[config.mk]
export PLATFORM = sky130hd
export DESIGN_NAME = device_capability
export DESIGN_NICKNAME = d
export VERILOG_FILES = /design/src/hw/devcap_pkg.sv /design/src/hw/device_capability.sv /design/src/hw/strap_capture.sv /design/src/hw/spl_capture.sv
export VERILOG_INCLUDE_DIRS = /design/src /design/src/hw
export SDC_FILE = /design/constraint.sdc
export NUM_CORES = 1
export LEC_CHECK = 0
export BUFFER_PORTS_ARGS = -buffer_cell sky130_fd_sc_hd__buf_2
export CORE_ASPECT_RATIO = 1.4
export CORE_MARGIN = 2
export CORE_UTILIZATION = 41
export DETAILED_ROUTE_END_ITERATION = 12
export GPL_TIMING_DRIVEN = 0
export MAX_ROUTING_LAYER = met4
export PLACE_DENSITY_LB_ADDON = 0.08
export SKIP_LAST_GASP = 1
export SLEW_MARGIN = 20
export SYNTH_ARGS = -nofsm -noshare
export SYNTH_HDL_FRONTEND = slang
export SYNTH_SLANG_ARGS = --single-unit
[constraint.sdc]
create_clock -name mclk_i -period 2.1 [get_ports mclk_i]
set_input_delay 0 -clock mclk_i [delete_from_list [all_inputs] [get_ports mclk_i]]
set_output_delay 0 -clock mclk_i [all_outputs]
set_load 0.005 [all_outputs]
[src/hw/devcap_cfg.svh]
// Constants for the device capability register block.
// Assumes inclusion by bare name from the hw folder.
`ifndef DEVCAP_CFG_SVH
`define DEVCAP_CFG_SVH

`define DEVCAP_OFFSET 8'hb4
`define DEVCAP_MPS_LSB 0
`define DEVCAP_MPS_RESET 3'h1
`define DEVCAP_PHANTOM_LSB 3
`define DEVCAP_PHANTOM_VAL 2'h0
`define DEVCAP_TAG8_BIT 5
`define DEVCAP_L0S_LSB 6
`define DEVCAP_L0S_RESET 3'h0
`define DEVCAP_L1_LSB 9
`define DEVCAP_L1_RESET 3'h0
`define DEVCAP_ABP_BIT 12
`define DEVCAP_AIP_BIT 13
`define DEVCAP_PIP_BIT 14
`define DEVCAP_RSVD_LO_LSB 15
`define DEVCAP_RSVD_HI_LSB 28
`define DEVCAP_SPLV_LSB 18
`define DEVCAP_SPLV_RESET 8'h00
`define DEVCAP_SPLS_LSB 26
`define DEVCAP_SPLS_RESET 2'h0

`endif

[src/hw/devcap_pkg.sv]
// Types for the device capability register block.
// Assumes the cfg header supplies numeric constants.
package devcap_pkg;

  // Captured slot power limit message payload
  typedef struct packed {
    logic valid;
    logic [7:0] value;
    logic [1:0] scale;
  } spl_msg_t;

  // Static capability settings chosen by the integrator
  typedef struct packed {
    logic [2:0] mps;
    logic [2:0] l0s_lat;
    logic [2:0] l1_lat;
  } cap_cfg_t;

endpackage

[src/hw/device_capability.sv]
// Read-only device capability register with a simple register port.
// Assumes one clock, strobes one cycle long, read data one cycle later.
//
// Our own choice: the strobed register port.
`timescale 1ns/1ps
`include "devcap_cfg.svh"
module device_capability
  import devcap_pkg::*;
#(
  parameter logic [2:0] MPS_CODE = `DEVCAP_MPS_RESET,
  parameter logic [2:0] L0S_CODE = `DEVCAP_L0S_RESET,
  parameter logic [2:0] L1_CODE = `DEVCAP_L1_RESET
)
(
  input wire logic mclk_i,
  input wire logic nrst_i,
  input wire logic [7:0] addr_i,
  input wire logic [31:0] wdata_i,
  input wire logic wr_i,
  input wire logic rd_i,
  output logic [31:0] rdata_o,
  input wire logic hp_strap_i,
  input wire logic fwd_bridge_i,
  input spl_msg_t spl_msg_i,
  output logic [31:0] devcap_o
);
  // Strap results, valid from the first edge after reset release
  logic hp_en;
  logic fwd;

  // Captured slot power limit fields
  logic [7:0] spl_value;
  logic [1:0] spl_scale;

  // Static capability codes, fixed at reset
  cap_cfg_t cfg_r;
  cap_cfg_t cfg_nxt;

  // Presence bits, registered from the captured straps
  logic button_r;
  logic button_nxt;
  logic attn_ind_r;
  logic attn_ind_nxt;
  logic pwr_ind_r;
  logic pwr_ind_nxt;

  // Field values before packing
  logic [2:0] mps_field;
  logic [1:0] phantom_field;
  logic tag8_field;
  logic [2:0] l0s_field;
  logic [2:0] l1_field;

  // Register word before and after the reserved bits are forced to zero
  logic [31:0] word_raw;
  logic [31:0] cap_word;

  // Read path
  logic rd_hit;
  logic [31:0] rdata_r;
  logic [31:0] rdata_nxt;

  strap_capture u_strap (
    .mclk_i(mclk_i),
    .nrst_i(nrst_i),
    .hp_strap_i(hp_strap_i),
    .fwd_bridge_i(fwd_bridge_i),
    .hp_en_o(hp_en),
    .fwd_o(fwd)
  );

  spl_capture u_spl (
    .mclk_i(mclk_i),
    .nrst_i(nrst_i),
    .msg_i(spl_msg_i),
    .value_o(spl_value),
    .scale_o(spl_scale)
  );

  // Reserved payload codes fall back to the reset code, so a mistaken
  // parameter can never advertise an undefined payload size
  function automatic logic [2:0] legal_mps(input logic [2:0] code);
    case (code)
      3'h0: legal_mps = 3'h0;
      3'h1: legal_mps = 3'h1;
      3'h2: legal_mps = 3'h2;
      3'h3: legal_mps = 3'h3;
      3'h4: legal_mps = 3'h4;
      3'h5: legal_mps = 3'h5;
      default: legal_mps = `DEVCAP_MPS_RESET;
    endcase
  endfunction

  // Only the one double word of this register answers
  function automatic logic is_devcap(input logic [7:0] addr);
    is_devcap = (addr == `DEVCAP_OFFSET);
  endfunction

  // Places every field at its bit position
  function automatic logic [31:0] pack_word(
    input logic [2:0] mps,
    input logic [1:0] phantom,
    input logic tag8,
    input logic [2:0] l0s,
    input logic [2:0] l1,
    input logic button,
    input logic attn_ind,
    input logic pwr_ind,
    input logic [7:0] limit_value,
    input logic [1:0] limit_scale
  );
    pack_word = 32'h0000_0000;
    // Static capability fields
    pack_word[`DEVCAP_MPS_LSB +: 3] = mps;
    pack_word[`DEVCAP_PHANTOM_LSB +: 2] = phantom;
    pack_word[`DEVCAP_TAG8_BIT] = tag8;
    pack_word[`DEVCAP_L0S_LSB +: 3] = l0s;
    pack_word[`DEVCAP_L1_LSB +: 3] = l1;
    // Hot-plug presence fields
    pack_word[`DEVCAP_ABP_BIT] = button;
    pack_word[`DEVCAP_AIP_BIT] = attn_ind;
    pack_word[`DEVCAP_PIP_BIT] = pwr_ind;
    // Slot power limit fields
    pack_word[`DEVCAP_SPLV_LSB +: 8] = limit_value;
    pack_word[`DEVCAP_SPLS_LSB +: 2] = limit_scale;
  endfunction

  // Reserved bits are cleared once more after packing, so a field that is
  // widened by mistake cannot leak into them
  function automatic logic [31:0] clear_reserved(input logic [31:0] word);
    clear_reserved = word;
    clear_reserved[`DEVCAP_RSVD_LO_LSB +: 3] = 3'h0;
    clear_reserved[`DEVCAP_RSVD_HI_LSB +: 4] = 4'h0;
  endfunction

  // Codes the static fields hold from reset onward
  localparam logic [2:0] MPS_RESET_CODE = legal_mps(MPS_CODE);
  localparam logic [2:0] L0S_RESET_CODE = L0S_CODE;
  localparam logic [2:0] L1_RESET_CODE = L1_CODE;

  // Writes are ignored: the register is read-only to software, so even a
  // write that hits this offset leaves every code where reset put it
  always_comb
  begin
    cfg_nxt = cfg_r;
    if (wr_i && is_devcap(addr_i))
    begin
      cfg_nxt = cfg_r;
    end
  end

  always_ff @(posedge mclk_i or negedge nrst_i)
  begin
    if (!nrst_i)
    begin
      cfg_r.mps <= MPS_RESET_CODE;
      cfg_r.l0s_lat <= L0S_RESET_CODE;
      cfg_r.l1_lat <= L1_RESET_CODE;
    end
    else
    begin
      cfg_r <= cfg_nxt;
    end
  end

  // The button exists only on a forward bridge; the indicators follow the strap alone
  always_comb
  begin
    button_nxt = 1'b0;
    attn_ind_nxt = 1'b0;
    pwr_ind_nxt = 1'b0;
    if (hp_en)
    begin
      attn_ind_nxt = 1'b1;
      pwr_ind_nxt = 1'b1;
      if (fwd)
      begin
        button_nxt = 1'b1;
      end
    end
  end

  // One edge behind the strap capture; a read this early after reset is not expected
  always_ff @(posedge mclk_i or negedge nrst_i)
  begin
    if (!nrst_i)
    begin
      button_r <= 1'b0;
      attn_ind_r <= 1'b0;
      pwr_ind_r <= 1'b0;
    end
    else
    begin
      button_r <= button_nxt;
      attn_ind_r <= attn_ind_nxt;
      pwr_ind_r <= pwr_ind_nxt;
    end
  end

  always_comb
  begin
    mps_field = cfg_r.mps;
    phantom_field = `DEVCAP_PHANTOM_VAL;
    tag8_field = 1'b1;
    l0s_field = cfg_r.l0s_lat;
    l1_field = cfg_r.l1_lat;
  end

  always_comb
  begin
    word_raw = pack_word(
      mps_field,
      phantom_field,
      tag8_field,
      l0s_field,
      l1_field,
      button_r,
      attn_ind_r,
      pwr_ind_r,
      spl_value,
      spl_scale
    );
    cap_word = clear_reserved(word_raw);
  end

  always_comb
  begin
    rd_hit = rd_i && is_devcap(addr_i);
  end

  // Unmapped addresses read zero; read data stand for one cycle only
  always_comb
  begin
    if (rd_hit)
    begin
      rdata_nxt = cap_word;
    end
    else
    begin
      rdata_nxt = 32'h0000_0000;
    end
  end

  always_ff @(posedge mclk_i or negedge nrst_i)
  begin
    if (!nrst_i)
    begin
      rdata_r <= 32'h0000_0000;
    end
    else
    begin
      rdata_r <= rdata_nxt;
    end
  end

  assign rdata_o = rdata_r;
  assign devcap_o = cap_word;
endmodule // device_capability

[src/hw/strap_capture.sv]
// Captures the hot-plug strap and bridge direction after reset release.
// Assumes the strap pins are stable around reset deassertion.
`timescale 1ns/1ps
module strap_capture
  import devcap_pkg::*;
(
  input wire logic mclk_i,
  input wire logic nrst_i,
  input wire logic hp_strap_i,
  input wire logic fwd_bridge_i,
  output logic hp_en_o,
  output logic fwd_o
);
  logic done_r;
  logic done_nxt;
  logic hp_r;
  logic hp_nxt;
  logic fwd_r;
  logic fwd_nxt;

  // Capture once on the first edge after release, not in the reset branch
  always_comb
  begin
    done_nxt = 1'b1;
    hp_nxt = done_r ? hp_r : hp_strap_i;
    fwd_nxt = done_r ? fwd_r : fwd_bridge_i;
  end

  always_ff @(posedge mclk_i or negedge nrst_i)
  begin
    if (!nrst_i)
    begin
      done_r <= 1'b0;
      hp_r <= 1'b0;
      fwd_r <= 1'b0;
    end
    else
    begin
      done_r <= done_nxt;
      hp_r <= hp_nxt;
      fwd_r <= fwd_nxt;
    end
  end

  assign hp_en_o = hp_r;
  assign fwd_o = fwd_r;
endmodule // strap_capture

[src/hw/spl_capture.sv]
// Holds the slot power limit value and scale from received messages.
// Assumes one valid pulse per message with payload alongside.
`timescale 1ns/1ps
`include "devcap_cfg.svh"
module spl_capture
  import devcap_pkg::*;
(
  input wire logic mclk_i,
  input wire logic nrst_i,
  input spl_msg_t msg_i,
  output logic [7:0] value_o,
  output logic [1:0] scale_o
);
  logic [7:0] value_r;
  logic [7:0] value_nxt;
  logic [1:0] scale_r;
  logic [1:0] scale_nxt;

  always_comb
  begin
    value_nxt = msg_i.valid ? msg_i.value : value_r;
    scale_nxt = msg_i.valid ? msg_i.scale : scale_r;
  end

  always_ff @(posedge mclk_i or negedge nrst_i)
  begin
    if (!nrst_i)
    begin
      value_r <= `DEVCAP_SPLV_RESET;
      scale_r <= `DEVCAP_SPLS_RESET;
    end
    else
    begin
      value_r <= value_nxt;
      scale_r <= scale_nxt;
    end
  end

  assign value_o = value_r;
  assign scale_o = scale_r;
endmodule // spl_capture

Word-level counts from Yosys, hierarchy flattened
Index checks and enable logic that the tools add are counted.
- input bits: 57
- logic and storage cells: 14
- flip-flop bits (word level): 43
- muxes and demuxes: 4
- eq/ne operators: 1
- reductions and logical operators: 1
- operators by type and width (kind ; count):
    two-way mux 28 bit ; 1
    == test 8 bit (second input constant) ; 1
    two-way mux 1 bit ; 3
    logical AND 1 bit ; 1

Logic depth before layout (Yosys ltp)
- depth in word-level cells: 3
- mapped depth: 3
- gate-level depth less buffers: 2

Hierarchy
From an unflattened synthesis, not the netlist that was laid out.
- cells, all modules: 118
- area, all modules: 1493.9 um^2
- modules (own cells, without submodules) (module ; sequential area each (um^2) ; area each (um^2) ; cells an instance ; instances):
    device_capability ; 375.4 ; 980.9 ; 91 ; 1
    spl_capture ; 250.2 ; 411.6 ; 21 ; 1
    strap_capture ; 75.1 ; 101.3 ; 6 ; 1

Worst setup path after synthesis
OpenSTA, ideal clock, no wires.
- path kind: reg2reg
- start: reg u_strap.done_r
- end: reg u_strap.fwd_r (netlist: u_strap.fwd_o)
- arrival time: 0.649 ns
- buffers on the path: 0
- required time: 1.975 ns
- clock period less this slack: 0.774 ns
- library setup time: 0.125 ns
- path slack: 1.326 ns
- cell stages (with the launch flop): 2
- cells stage by stage: dfrtp_1 -> mux2_2
- RTL lines (item ; line ; RTL):
    start, declared ; strap_capture.sv:14 ; logic done_r;
    start signal, assigned ; strap_capture.sv:39 ; done_r <= done_nxt;
    end signal, assigned ; strap_capture.sv:41 ; fwd_r <= fwd_nxt;
    end, declared ; strap_capture.sv:18 ; logic fwd_r;
No word-level cell between the ends.

Worst setup path in the final report
- start: in addr_i[6]
- end: reg rdata_r[24] (netlist: rdata_o[24])
- word-level cells in the longest chain between the ends: 3
- ends and longest elaborated chain (item ; line ; RTL):
    start, declared ; device_capability.sv:17 ; input wire logic [7:0] addr_i,
    == test 8 bit (no source line) ; n/a ;
    logical AND 1 bit ; device_capability.sv:228 ; rd_hit = rd_i && is_devcap(addr_i);
    two-way mux 28 bit ; device_capability.sv:234 ; if (rd_hit)
    via rdata_nxt[24] ; device_capability.sv:61 ; logic [31:0] rdata_nxt;
    end signal, assigned ; device_capability.sv:252 ; rdata_r <= rdata_nxt;
    end, declared ; device_capability.sv:60 ; logic [31:0] rdata_r;
The timed path passes the listed nets, and every way through them passes these cells.
A chain may end at the register's enable or synchronous reset.

==> impl_metrics.toml <==
[clock_network]
cts_buffers = 3
tritoncts = "yes"
insertion_delay_ps = 270
post_cts_buffers = 0
clkSlewWorstSetupHoldPaths_ps = 90
htreeDepth = 1
ctsRootBufferMaster = "clkbuf_8"
clk_path_buf_depth = 2
cts_sinks = 28

[floorplanning]
start_util = 0.4263
core_mm2 = 0.003378
top_level_ports = 121
dieArea_mm2 = 0.004009
die_height_um = 74.13
fp-row-count = 25
die_width_um = 54.09

[synth]
syn_inst = 117
synth-edff-count = 0
ys_types = 14
synth-async-reset-ratio = 1.000
synth_most_common_cell = "buf_4"
ys_ff_latch = 28
synthFlopType = "dfrtp_1"
synth_top_area_share = 0.4865
seq_area_frac_synth = 0.4865
syn_area_per_cell_um2 = 12.31
synth_area_mm2 = 0.001440
yosys_warnings = 0
synth_area_leader_cell = "dfrtp_1"
synthTopCellsByCount = "buf_4 (41), dfrtp_1 (28), mux2_2 (12), nand2b_1 (12), nor4_2 (10)"
synthTopCellsByArea = "dfrtp_1 (49%), buf_4 (21%), mux2_2 (9.4%)"

[cells_and_area]
layout.cells.non_filler = 260
drive_gt1_frac = 0.5591
final_nets = 278
antenna-diode-count = 0
fillers = 301
layout.area.seq_um2 = 700.7
syn2layout_area_growth_pct = 44.66
fin_area_mm2 = 0.002083
fin_util = 0.6167
multi_input_area_um2 = 526.8

[hold_path]
hp-class = "in -> reg"

[status]
status = "complete, no violations"

[worst_setup_path]
critPathBufInv = 3
cp.arrival_ps = 1160
crit_path_max_fanout = 10
critPathSlowestCell = "dlygate4sd3_1"
critPathCaptureType = "register"
cpPeakStageDelay_ps = 530
worstPathCellList = "dlygate4sd3_1 -> buf_2 -> clkbuf_1 -> nand2b_1 -> nor4_2"
cp-start-kind = "input pin"
crit_required_ps = 2280
crit_family = "buffers and inverters"
path_class = "in -> reg"

[route]
vias = 1002
drt_iter0_drc = 9
wirelength_mm = 2.554
ant_nets = 0
drc = 0
wl_met2_mm = 1.566
wl_per_cell_um = 9.823
routed_via_density = 3.854
highest_layer = "met4"
first_pass_iters = 4
wl_met3_um = 183
met1Wirelength_um = 781

[pwr]
vdd_ir_drop_max_mv = 0.5033
power_leakage_nw = 1.126
powerDensity_mw_per_mm2 = 585.4
total_power_w = 0.001220

[sta]
finalHoldViolCount = 0
setup_viol = 0
rsz0062_at_grt = "false"
fin_crit_ps = 988.2
slew_viol_final = 0
tightest_slew_ps = 604.9
fin_skew_ps = 2.403
relSlewSlack = 0.5967
post-route-period-util = 0.4705
max_freq_mhz = 1012
setup_tns_ps = 0

[placement]
place_inst = 242
gp_congestion = 0.7852
placed_area_mm2 = 0.001872
hpwlAfterDp_mm = 2.056
portBuffers = 50

[global_routing]
antenna_found_initial = 0
grt_pass1_vias = 880
grt_max_degree = 29
grt_use_total = 0.1322
grt_first_pass_wirelength_mm = 3.712
gr-total-overflow = 0

[run]
max_cap_violations = 0
-- sequential cells by signal (all words and copies together) (netlist names) --
signal           cells
rdata_o             13
u_spl.value_o        8
u_spl.scale_o        2
button_r             1
pwr_ind_r            1
u_strap.done_r       1
u_strap.fwd_o        1
u_strap.hp_en_o      1
-- per-stage QoR --
stage	worst slack, ps	hold WS, ps
3_5_place_dp	1216	41.73
2_1_floorplan	1326	-295.6
5_1_grt	977.5	4.596
4_1_cts	1104	0.7562
6_report	1112	12.67
3_3_place_gp	1225	29.32
-- routing by layer --
layer | vias to the layer above | global-route usage
met5 | - | -
met4 | 0 | 0.05833
li1 | 518 | -
met3 | 2 | 0.01807
met1 | 440 | 0.1127
met2 | 42 | 0.2656
-- power by group --
group	internal, W	total [W]	leakage [nW]	switching [W]
logic	0.000132	0.000221	0.732	0.0000893
clock network	0.000255	0.000411	0.0357	0.000156
registers	0.000567	0.000587	0.358	0.0000203
total	0.000954	0.00122	1.13	0.000266
-- cell type report --
type                    count  area share
plain buffers              46      0.1652
clock buffers               3     0.01982
clock inverters             1     0.01441
multi-input cells          78      0.2529
flip-flops and latches     28      0.3363
well taps                  40     0.02402
repair buffers             64      0.1874
-- repair_timing --
action / CTS / global route
hold buffers: 14 / 0
hold endpoints to repair: 43 / 0
gates resized for setup: 0 / 0
-- placed cells by master (no fill, tap or decap) --
master and instances:
and2_1 1, buf_2 52, buf_4 41, buf_6 2
bufinv_16 1, clkbuf_1 1, clkbuf_8 3, conb_1 37
dfrtp_1 28, dlygate4sd3_1 14, mux2_2 12, nand2_1 1
nand2b_1 12, nand4b_2 1, nor4_1 3, nor4_2 10
or2_4 1
-- worst paths after layout --
kind / cells after the start / slack, ps / from / end
worst max-delay path: 5 / 1110 / addr_i[6] / rdata_o[24]$_DFF_PN0_
worst min-delay path: 3 / 10 / addr_i[1] / rdata_o[27]$_DFF_PN0_
worst max register to register: 1 / 1280 / u_strap.done_r$_DFF_PN0_ / u_strap.hp_en_o$_DFFE_PN0N_
worst min register to register: 0 / 410 / u_strap.hp_en_o$_DFFE_PN0N_ / pwr_ind_r$_DFF_PN0_
max in group asynchronous: 2 / 1440 / nrst_i / rdata_o[5]$_DFF_PN0_
min in group asynchronous: 2 / 270 / nrst_i / rdata_o[12]$_DFF_PN0_
-- logic make-up (layout without fill, tap and decap cells) --
family,count (synthesis),in the layout,synth area share
other,2,37,0.005215
DFF,28,28,0.4865
buffers and inverters,46,114,0.2389
muxes,12,12,0.09383
and+or+nand+nor,29,29,0.1755
(Power assumes the default switching activity.)
